## config.mk

```make
export PLATFORM = sky130hd
export DESIGN_NAME = amic_config
export DESIGN_NICKNAME = d
export VERILOG_FILES = /design/src/hw/amic_pkg.sv /design/src/hw/amic_mode_seq.sv /design/src/hw/amic_config.sv
export VERILOG_INCLUDE_DIRS = /design/src /design/src/hw
export SDC_FILE = /design/constraint.sdc
export NUM_CORES = 1
export LEC_CHECK = 0
export BUFFER_PORTS_ARGS = -buffer_cell sky130_fd_sc_hd__buf_2
export CAP_MARGIN = 0
export CORE_UTILIZATION = 54
export CTS_CLUSTER_SIZE = 40
export DETAILED_ROUTE_END_ITERATION = 8
export MAX_ROUTING_LAYER = met4
export PLACE_DENSITY = 0.88
export SETUP_SLACK_MARGIN = 0.05
export SKIP_LAST_GASP = 1
export SYNTH_ARGS = -nofsm -noshare
export SYNTH_HDL_FRONTEND = slang
export SYNTH_SLANG_ARGS = --single-unit
```

## constraint.sdc

```tcl
create_clock -name clk_sys -period 2.82 [get_ports clk_sys]
set_input_delay 0 -clock clk_sys [delete_from_list [all_inputs] [get_ports clk_sys]]
set_output_delay 0 -clock clk_sys [all_outputs]
set_load 0.03 [all_outputs]
```

## src/hw/amic_defs.svh

```systemverilog
`ifndef AMIC_DEFS_SVH
`define AMIC_DEFS_SVH

// Register addresses on the serial register port
`define AMIC_ADDR_W 6
`define AMIC_ADDR_OPCTRL 6'h01
`define AMIC_ADDR_IFOPT 6'h02

// Reset values
`define AMIC_RST_OPCTRL 16'h2000
`define AMIC_RST_IFOPT 16'h0000

// Writable bits; everything else is reserved and reads as zero
`define AMIC_MASK_OPCTRL 16'hE77C
`define AMIC_MASK_IFOPT 16'h19EC

// Operating control fields
`define AMIC_OPC_REFEN 15
`define AMIC_OPC_SINGCYC 13
`define AMIC_OPC_DELAY_MSB 10
`define AMIC_OPC_DELAY_LSB 8
`define AMIC_OPC_MODE_MSB 6
`define AMIC_OPC_MODE_LSB 4
`define AMIC_OPC_CLK_MSB 3
`define AMIC_OPC_CLK_LSB 2

// Interface option fields
`define AMIC_IFO_ALTSYNC 12
`define AMIC_IFO_DRIVE 11
`define AMIC_IFO_DOUTRST 8
`define AMIC_IFO_CONTINUOUS_RESULT_READ 7
`define AMIC_IFO_STATAPP 6
`define AMIC_IFO_REGCHK 5
`define AMIC_IFO_CRC_MSB 3
`define AMIC_IFO_CRC_LSB 2

`endif

```

## src/hw/amic_pkg.sv

```systemverilog
package amic_pkg;

	typedef enum logic [2:0]
	{
		AMIC_MODE_CONT = 3'h0,
		AMIC_MODE_SINGLE = 3'h1,
		AMIC_MODE_STANDBY = 3'h2,
		AMIC_MODE_PWRDN = 3'h3,
		AMIC_MODE_INT_OFS = 3'h4,
		AMIC_MODE_INT_GAIN = 3'h5,
		AMIC_MODE_SYS_OFS = 3'h6,
		AMIC_MODE_SYS_GAIN = 3'h7
	} amic_opmode_type;

	typedef enum logic [1:0]
	{
		AMIC_CLK_INT = 2'h0,
		AMIC_CLK_INT_OUT = 2'h1,
		AMIC_CLK_EXT = 2'h2,
		AMIC_CLK_XTAL = 2'h3
	} amic_clksrc_type;

	// Gray along idle -> start -> run -> end
	typedef enum logic [1:0]
	{
		AMIC_SEQ_IDLE = 2'b00,
		AMIC_SEQ_START = 2'b01,
		AMIC_SEQ_RUN = 2'b11,
		AMIC_SEQ_END = 2'b10
	} amic_seq_state_type;

endpackage

```

## src/hw/amic_mode_seq.sv

```systemverilog
`timescale 1ns/1ps
`default_nettype none

module amic_mode_seq
	import amic_pkg::*;
(
	input wire logic clk_sys,
	input wire logic sys_rst,
	input wire logic modeWrite,
	input wire logic [2:0] modeNew,
	input wire logic convDone,
	input wire logic calDone,
	output logic filterReset,
	output logic startConv,
	output logic backToStandby,
	output logic seqBusy
);

	amic_seq_state_type state_r;
	amic_seq_state_type state_nxt;
	amic_opmode_type mode_r;
	logic oneShot;
	logic isCal;
	logic runs;

	assign oneShot = (mode_r == AMIC_MODE_SINGLE);
	assign isCal = mode_r[2];
	assign runs = (mode_r == AMIC_MODE_CONT) || oneShot || isCal;

	////////////////////////////////////////////////////////////////
	always_ff @(posedge clk_sys)
	begin
		if (sys_rst)
			mode_r <= AMIC_MODE_STANDBY;
		else if (modeWrite)
			mode_r <= amic_opmode_type'(modeNew);
	end

	always_comb
	begin
		state_nxt = state_r;
		unique case (state_r)
			AMIC_SEQ_IDLE:
				state_nxt = AMIC_SEQ_IDLE;
			AMIC_SEQ_START:
				state_nxt = runs ? AMIC_SEQ_RUN : AMIC_SEQ_IDLE;
			AMIC_SEQ_RUN:
				if ((oneShot && convDone) || (isCal && calDone))
					state_nxt = AMIC_SEQ_END;
			AMIC_SEQ_END:
				state_nxt = AMIC_SEQ_IDLE;
		endcase
		// A fresh write always restarts, even mid conversion
		if (modeWrite)
			state_nxt = AMIC_SEQ_START;
	end

	always_ff @(posedge clk_sys)
	begin
		if (sys_rst)
			state_r <= AMIC_SEQ_IDLE;
		else
			state_r <= state_nxt;
	end

	////////////////////////////////////////////////////////////////
	always_ff @(posedge clk_sys)
	begin
		if (sys_rst)
		begin
			filterReset <= 1'b0;
			startConv <= 1'b0;
			backToStandby <= 1'b0;
			seqBusy <= 1'b0;
		end
		else
		begin
			filterReset <= modeWrite;
			startConv <= (state_nxt == AMIC_SEQ_RUN) && (state_r == AMIC_SEQ_START);
			backToStandby <= (state_nxt == AMIC_SEQ_END) && !modeWrite;
			seqBusy <= (state_nxt == AMIC_SEQ_RUN);
		end
	end

endmodule

`default_nettype wire

```

## src/hw/amic_config.sv

```systemverilog
// Functional notes
// - Mode field bits 6:4 picks continuous, single, standby, power-down or one of four calibrations.
// - Clock field bits 3:2 picks internal, internal driven out, external in, or crystal.
// - Internal oscillator selection also powers and enables that oscillator.
// - Mode register bits 1:0 are reserved; writes ignored, reads give zero.
// - Interface option register at address 0x02, resets to 0x0000.
// - Bit 12 gives sync its alternate role, gating conversions while cycling channels.
// - Bit 11 raises drive strength of the data-out/ready pin.
// - Bit 7 enables continuous read of the conversion result, in continuous conversion mode only.
// - Bit 6 appends the status register after every result read.
// - Any mode register write resets filter and ready, then starts per written mode.
// - Mode register is 16 bits at address 0x01, reset value 0x2000.
`timescale 1ns/1ps
`default_nettype none
`include "amic_defs.svh"

module amic_config
	import amic_pkg::*;
(
	input wire logic clk_sys,
	input wire logic sys_rst,
	input wire logic [5:0] regAddr,
	input wire logic [15:0] regWrData,
	input wire logic regWrEn,
	input wire logic regRdEn,
	output logic [15:0] regRdData,
	output logic regRdValid,
	input wire logic convDone,
	input wire logic calDone,
	input wire logic syncIn,
	input wire logic multiChannel,
	output logic [2:0] modeSel,
	output logic filterReset,
	output logic readyReset,
	output logic startConv,
	output logic convBusy,
	output logic powerDown,
	output logic oscEnable,
	output logic clkIoOutEn,
	output logic extClkSel,
	output logic crystalEn,
	output logic refEnable,
	output logic singleCycle,
	output logic [2:0] settleDelay,
	output logic altSyncEn,
	output logic convHold,
	output logic syncFilterReset,
	output logic driveBoost,
	output logic doutResetEn,
	output logic contReadActive,
	output logic statusAppend,
	output logic regCheckEn,
	output logic [1:0] crcMode
);

	logic [15:0] opCtrl_r;
	logic [15:0] ifOpt_r;
	logic opWrite;
	logic ifWrite;
	logic seqFilterReset;
	logic seqStart;
	logic seqStandby;
	logic seqBusy;
	logic [2:0] modeNow;
	logic [1:0] clkNow;

	////////////////////////////////////////////////////////////////
	// Address decode
	assign opWrite = regWrEn && (regAddr == `AMIC_ADDR_OPCTRL);
	assign ifWrite = regWrEn && (regAddr == `AMIC_ADDR_IFOPT);

	////////////////////////////////////////////////////////////////
	// Operating control register
	always_ff @(posedge clk_sys)
	begin
		if (sys_rst)
			opCtrl_r <= `AMIC_RST_OPCTRL;
		else if (opWrite)
			opCtrl_r <= regWrData & `AMIC_MASK_OPCTRL;
		else if (seqStandby)
			// Host write takes priority over the automatic return
			opCtrl_r[`AMIC_OPC_MODE_MSB:`AMIC_OPC_MODE_LSB] <= AMIC_MODE_STANDBY;
	end

	assign modeNow = opCtrl_r[`AMIC_OPC_MODE_MSB:`AMIC_OPC_MODE_LSB];
	assign clkNow = opCtrl_r[`AMIC_OPC_CLK_MSB:`AMIC_OPC_CLK_LSB];

	////////////////////////////////////////////////////////////////
	// Interface option register
	always_ff @(posedge clk_sys)
	begin
		if (sys_rst)
			ifOpt_r <= `AMIC_RST_IFOPT;
		else if (ifWrite)
			ifOpt_r <= regWrData & `AMIC_MASK_IFOPT;
	end

	////////////////////////////////////////////////////////////////
	// Register read port; unmapped addresses return zero
	always_ff @(posedge clk_sys)
	begin
		if (sys_rst)
		begin
			regRdData <= 16'h0000;
			regRdValid <= 1'b0;
		end
		else
		begin
			regRdValid <= regRdEn;
			if (regRdEn)
			begin
				unique case (regAddr)
					`AMIC_ADDR_OPCTRL:
						regRdData <= opCtrl_r & `AMIC_MASK_OPCTRL;
					`AMIC_ADDR_IFOPT:
						regRdData <= ifOpt_r;
					default:
						regRdData <= 16'h0000;
				endcase
			end
		end
	end

	////////////////////////////////////////////////////////////////
	// Conversion sequencing
	amic_mode_seq u_seq
	(
		.clk_sys(clk_sys),
		.sys_rst(sys_rst),
		.modeWrite(opWrite),
		.modeNew(regWrData[`AMIC_OPC_MODE_MSB:`AMIC_OPC_MODE_LSB]),
		.convDone(convDone),
		.calDone(calDone),
		.filterReset(seqFilterReset),
		.startConv(seqStart),
		.backToStandby(seqStandby),
		.seqBusy(seqBusy)
	);

	always_ff @(posedge clk_sys)
	begin
		if (sys_rst)
		begin
			filterReset <= 1'b0;
			readyReset <= 1'b0;
			startConv <= 1'b0;
			convBusy <= 1'b0;
		end
		else
		begin
			filterReset <= seqFilterReset;
			readyReset <= seqFilterReset;
			startConv <= seqStart;
			convBusy <= seqBusy;
		end
	end

	////////////////////////////////////////////////////////////////
	// Mode and clock source outputs
	always_ff @(posedge clk_sys)
	begin
		if (sys_rst)
		begin
			modeSel <= 3'h0;
			powerDown <= 1'b0;
		end
		else
		begin
			modeSel <= modeNow;
			powerDown <= (modeNow == AMIC_MODE_PWRDN);
		end
	end

	always_ff @(posedge clk_sys)
	begin
		if (sys_rst)
		begin
			oscEnable <= 1'b1;
			clkIoOutEn <= 1'b0;
			extClkSel <= 1'b0;
			crystalEn <= 1'b0;
		end
		else
		begin
			// Oscillator also runs when it is driven out on the clock pin
			oscEnable <= (clkNow == AMIC_CLK_INT) || (clkNow == AMIC_CLK_INT_OUT);
			clkIoOutEn <= (clkNow == AMIC_CLK_INT_OUT);
			extClkSel <= (clkNow == AMIC_CLK_EXT);
			crystalEn <= (clkNow == AMIC_CLK_XTAL);
		end
	end

	always_ff @(posedge clk_sys)
	begin
		if (sys_rst)
		begin
			refEnable <= 1'b0;
			singleCycle <= 1'b1;
			settleDelay <= 3'h0;
		end
		else
		begin
			refEnable <= opCtrl_r[`AMIC_OPC_REFEN];
			singleCycle <= opCtrl_r[`AMIC_OPC_SINGCYC];
			settleDelay <= opCtrl_r[`AMIC_OPC_DELAY_MSB:`AMIC_OPC_DELAY_LSB];
		end
	end

	////////////////////////////////////////////////////////////////
	// Sync pin handling
	always_ff @(posedge clk_sys)
	begin
		if (sys_rst)
		begin
			altSyncEn <= 1'b0;
			convHold <= 1'b0;
			syncFilterReset <= 1'b0;
		end
		else
		begin
			altSyncEn <= ifOpt_r[`AMIC_IFO_ALTSYNC];
			if (ifOpt_r[`AMIC_IFO_ALTSYNC])
			begin
				// Alternate role only gates the channel cycling, filter kept
				convHold <= multiChannel && !syncIn;
				syncFilterReset <= 1'b0;
			end
			else
			begin
				convHold <= !syncIn;
				syncFilterReset <= !syncIn;
			end
		end
	end

	////////////////////////////////////////////////////////////////
	// Serial interface options
	always_ff @(posedge clk_sys)
	begin
		if (sys_rst)
		begin
			driveBoost <= 1'b0;
			doutResetEn <= 1'b0;
			contReadActive <= 1'b0;
			statusAppend <= 1'b0;
			regCheckEn <= 1'b0;
			crcMode <= 2'h0;
		end
		else
		begin
			driveBoost <= ifOpt_r[`AMIC_IFO_DRIVE];
			doutResetEn <= ifOpt_r[`AMIC_IFO_DOUTRST];
			// Not meaningful outside continuous conversion, so held off there
			contReadActive <= ifOpt_r[`AMIC_IFO_CONTINUOUS_RESULT_READ] && (modeNow == AMIC_MODE_CONT);
			statusAppend <= ifOpt_r[`AMIC_IFO_STATAPP];
			regCheckEn <= ifOpt_r[`AMIC_IFO_REGCHK];
			crcMode <= ifOpt_r[`AMIC_IFO_CRC_MSB:`AMIC_IFO_CRC_LSB];
		end
	end

endmodule

`default_nettype wire

```

==> flow_summary_export.csv <==
group,metric,value,unit
status,status,"completed",
placed_design,placed_cells,350,
hold_path,hp-start,"regWrData[6]",
logic_synthesis,synth_warnings,0,
final_layout,final_cells,381,
placed_design,dpl.hpwl,3.38,mm
route,avgViaCountPerCell,5.33,
floorplanning,die_w,69.6,um
worst_setup_path,cp.arrival,1.56,ns
sta,fmax,0.751,GHz
worst_setup_path,cp.buffers_inverters,2,
power_and_ir_drop,power.internal,1.52,mW
sta,hold_viol_final,0,
logic_synthesis,synth_top_area_share,56.0,%
worst_setup_path,criticalPathCategory,"in2reg",
route,drtIter0Drc,105,
worst_setup_path,worst_setup_path_end_kind,"register",
final_layout,drive_gt1_share,26.4,%
route,finalWirelength,5.31,mm
placed_design,port_buffers,69,
sta,setup_violations,0,
sta,finalCritPeriodShare,47.2,%
floorplanning,num_rows,24,
power_and_ir_drop,power.total,1.94,mW
worst_setup_path,crit_chain,"buf_2, nor4_2, buf_4, and3_1, mux2_1",
floorplanning,fp.dieH,69.6,um
worst_setup_path,reg2regPathDepth,2,
placed_design,place_congestion,0.851,
hold_path,holdPathStages,3,
worst_setup_path,r2r-end,"convHold$_SDFF_PP0_",
logic_synthesis,synthesis.area,2460,sq um
clock_network,clkSinkCount,69,
clock_network,cts_root_buf,"clkbuf_8",
sta,rsz0062_at_grt,"false",
worst_setup_path,cpLargestDelayFamily,"simple AND/OR/NAND/NOR gates",
job,drv_cap,0,
global_routing,grt_pass1_vias,1861,
clock_network,path_clk_slew,0.07,ns
hold_path,min-delay-path-class,"in2reg",
sta,setup_ws,1.49,ns
global_routing,antenna_found_initial,0,
logic_synthesis,synth_ff_type,"dfxtp_1",
global_routing,grt_max_degree,36,
sta,whs,0.0631,ns
worst_setup_path,timing.rr.start,"ifOpt_r[12]$_SDFFE_PP0P_",
power_and_ir_drop,switching_power,0.413,mW
final_layout,stdcell_area,3140,sq um
power_and_ir_drop,power.clock.fraction,43.1,%
clock_network,cts_tree,"yes",
power_and_ir_drop,swShare,21.3,%
worst_setup_path,cp_max_fo,30,
floorplanning,dieArea,4840,sq um
floorplanning,ios,74,
power_and_ir_drop,powerDensity,617,nW/um^2
final_layout,fill_cells,321,
route,wl_per_cell,13.9,um
power_and_ir_drop,seq_power_share,50.9,%
worst_setup_path,critPathRequiredTime,3.05,ns
logic_synthesis,syn-instance-count,247,
hold_path,worstHoldEndpoint,"ifOpt_r[6]$_SDFFE_PP0P_",
clock_network,numCtsBuffers,9,
placed_design,dpl_cell_area,2780,sq um
logic_synthesis,synth_area_leaders,"dfxtp_1 (56%), nor2b_1 (6.3%), nand2b_1 (4.3%)",
worst_setup_path,start_kind,"input pin",
clock_network,worstSkewPairLatency,0.34,ns
clock_network,h-tree-depth,3,
logic_synthesis,ys_ff_latch,69,
final_layout,final_core_util,71.6,%
route,dr.pass1.iters,4,
final_layout,diodes,0,
logic_synthesis,synthArstFlopShare,0,%
final_layout,final_nets,354,
floorplanning,initial_core_util,56.2,%
global_routing,grt_pass1_wl,8.31,mm
clock_network,post_cts_resized,0,
sta,maxSlewHeadroom,47.1,%
logic_synthesis,synth_area_leader_cell,"dfxtp_1",
route,drc_errors,0,
route,antenna_left,0,
logic_synthesis,yosysSeqAreaShare,56.0,%
sta,fin_worst_skew,0.00498,ns
power_and_ir_drop,power_frac_comb,6.0,%
logic_synthesis,ys_types,35,
placed_design,dp_slack,1.15,ns
logic_synthesis,synth_edf_count,0,
worst_setup_path,regToRegSetupSlack,1.64,ns
sta,min_period,1.33,ns
floorplanning,core,4380,sq um
route,dr_total_vias,2031,
sta,fin_setup_tns,0,ns
sta,slew_viol_final,0,
sta,worst_pin_slew,0.791,ns
global_routing,gr-total-overflow,0,
global_routing,grt_use_total,23.4,%
final_layout,area_growth,27.4,%
worst_setup_path,cpMaxStageDelayCell,"and3_1",
logic_synthesis,synth.avg_cell_area,9.98,sq um
power_and_ir_drop,vdd.ir_drop.worst,664,uV
clock_network,cts.path.max_buffers,2,
worst_setup_path,worst_path_largest_cell_delay,0.49,ns
power_and_ir_drop,leakagePower,1.39,nW
final_layout,mostFrequentLayoutCells,"dfxtp_1 (69), buf_2 (69), nor2b_1 (25)",
==> sequential cells by signal, indices dropped and copies added (netlist names), 2 cells and up <==
name / cells
modeSel: 3
opCtrl_r: 11
u_seq.state_r: 2
crcMode: 2
settleDelay: 3
regRdData: 14
ifOpt_r: 8
u_seq.mode_r: 3
==> worst min-delay path, stage by stage <==
cell and delay [ns]:
buf_2 0.07, nor2b_1 0.16, mux2_1 0.14
==> power by group through the flow <==
stage	Clock, mW	Combinational (mW)	Sequential (mW)
after global placement	0	0.0959	1.01
after CTS	0.853	0.113	0.985
after global routing	0.894	0.123	0.986
after detailed placement	0	0.0974	1.01
final	0.834	0.116	0.986
after floorplan	0	0.0509	1.02
==> how the worst max path moves through the flow <==
stage	to	start	cells after the start	slack (ns)
finish	ifOpt_r[12]$_SDFFE_PP0P_	regAddr[5]	5	1.49
global route	ifOpt_r[6]$_SDFFE_PP0P_	regAddr[5]	5	1.38
CTS	ifOpt_r[12]$_SDFFE_PP0P_	regAddr[5]	5	1.51
detailed placement	ifOpt_r[8]$_SDFFE_PP0P_	regAddr[5]	5	1.15
global placement	ifOpt_r[11]$_SDFFE_PP0P_	regAddr[5]	5	1.18
floorplan	opCtrl_r[8]$_SDFFE_PP0N_	regAddr[5]	4	1.59
==> per-layer routing <==
| metal | vias up | track usage (%) | routed length, um |
|---|---|---|---|
| met3 | 15 | 7.56 | 340 |
| li1 | 1000 | - | - |
| met2 | 75 | 36.8 | 2600 |
| met4 | 0 | 11.3 | 148 |
| met5 | - | - | 0 |
| met1 | 941 | 27.1 | 2230 |
==> cell type report <==
| class | count | area [sq um] | share of cell area (%) |
|---|---|---|---|
| timing repair buffer | 86 | 510 | 16.3 |
| inverter | 5 | 18.8 | 0.598 |
| clock inverter | 5 | 75.1 | 2.39 |
| sequential | 69 | 1380 | 44.0 |
| multi-input combinational | 153 | 957 | 30.5 |
| tap | 52 | 65.1 | 2.07 |
| clock buffer | 11 | 131 | 4.18 |
==> synthesized netlist by cell type (3+ instances only) <==
master and count:
a211oi_1 3, a21oi_1 17, a311oi_1 5, and3_1 3, buf_2 4, buf_4 5
clkbuf_1 9, dfxtp_1 69, inv_1 5, mux2_1 7, mux2i_1 3, nand2_1 3
nand2b_1 17, nand3_1 16, nand4_1 9, nor2_1 15, nor2b_1 25, nor3_1 5
o21ai_1 7
==> cells by family (layout without fill, tap and decap cells) <==
kind of cell / after synthesis / after routing / synth area share [%]
AO/OA/AOI/OAI: 38 / 38 / 9.59
buffers and inverters: 26 / 107 / 5.53
AND/OR/NAND/NOR: 103 / 103 / 24.3
flip-flops: 69 / 69 / 56.0
multiplexers: 10 / 10 / 4.42
other: 1 / 2 / 0.152
==> what timing repair did <==
action	in CTS	in global routing
hold endpoints to repair	17	0
hold buffers	15	0
buffers inserted	0	0
(Power assumes the default switching activity.)
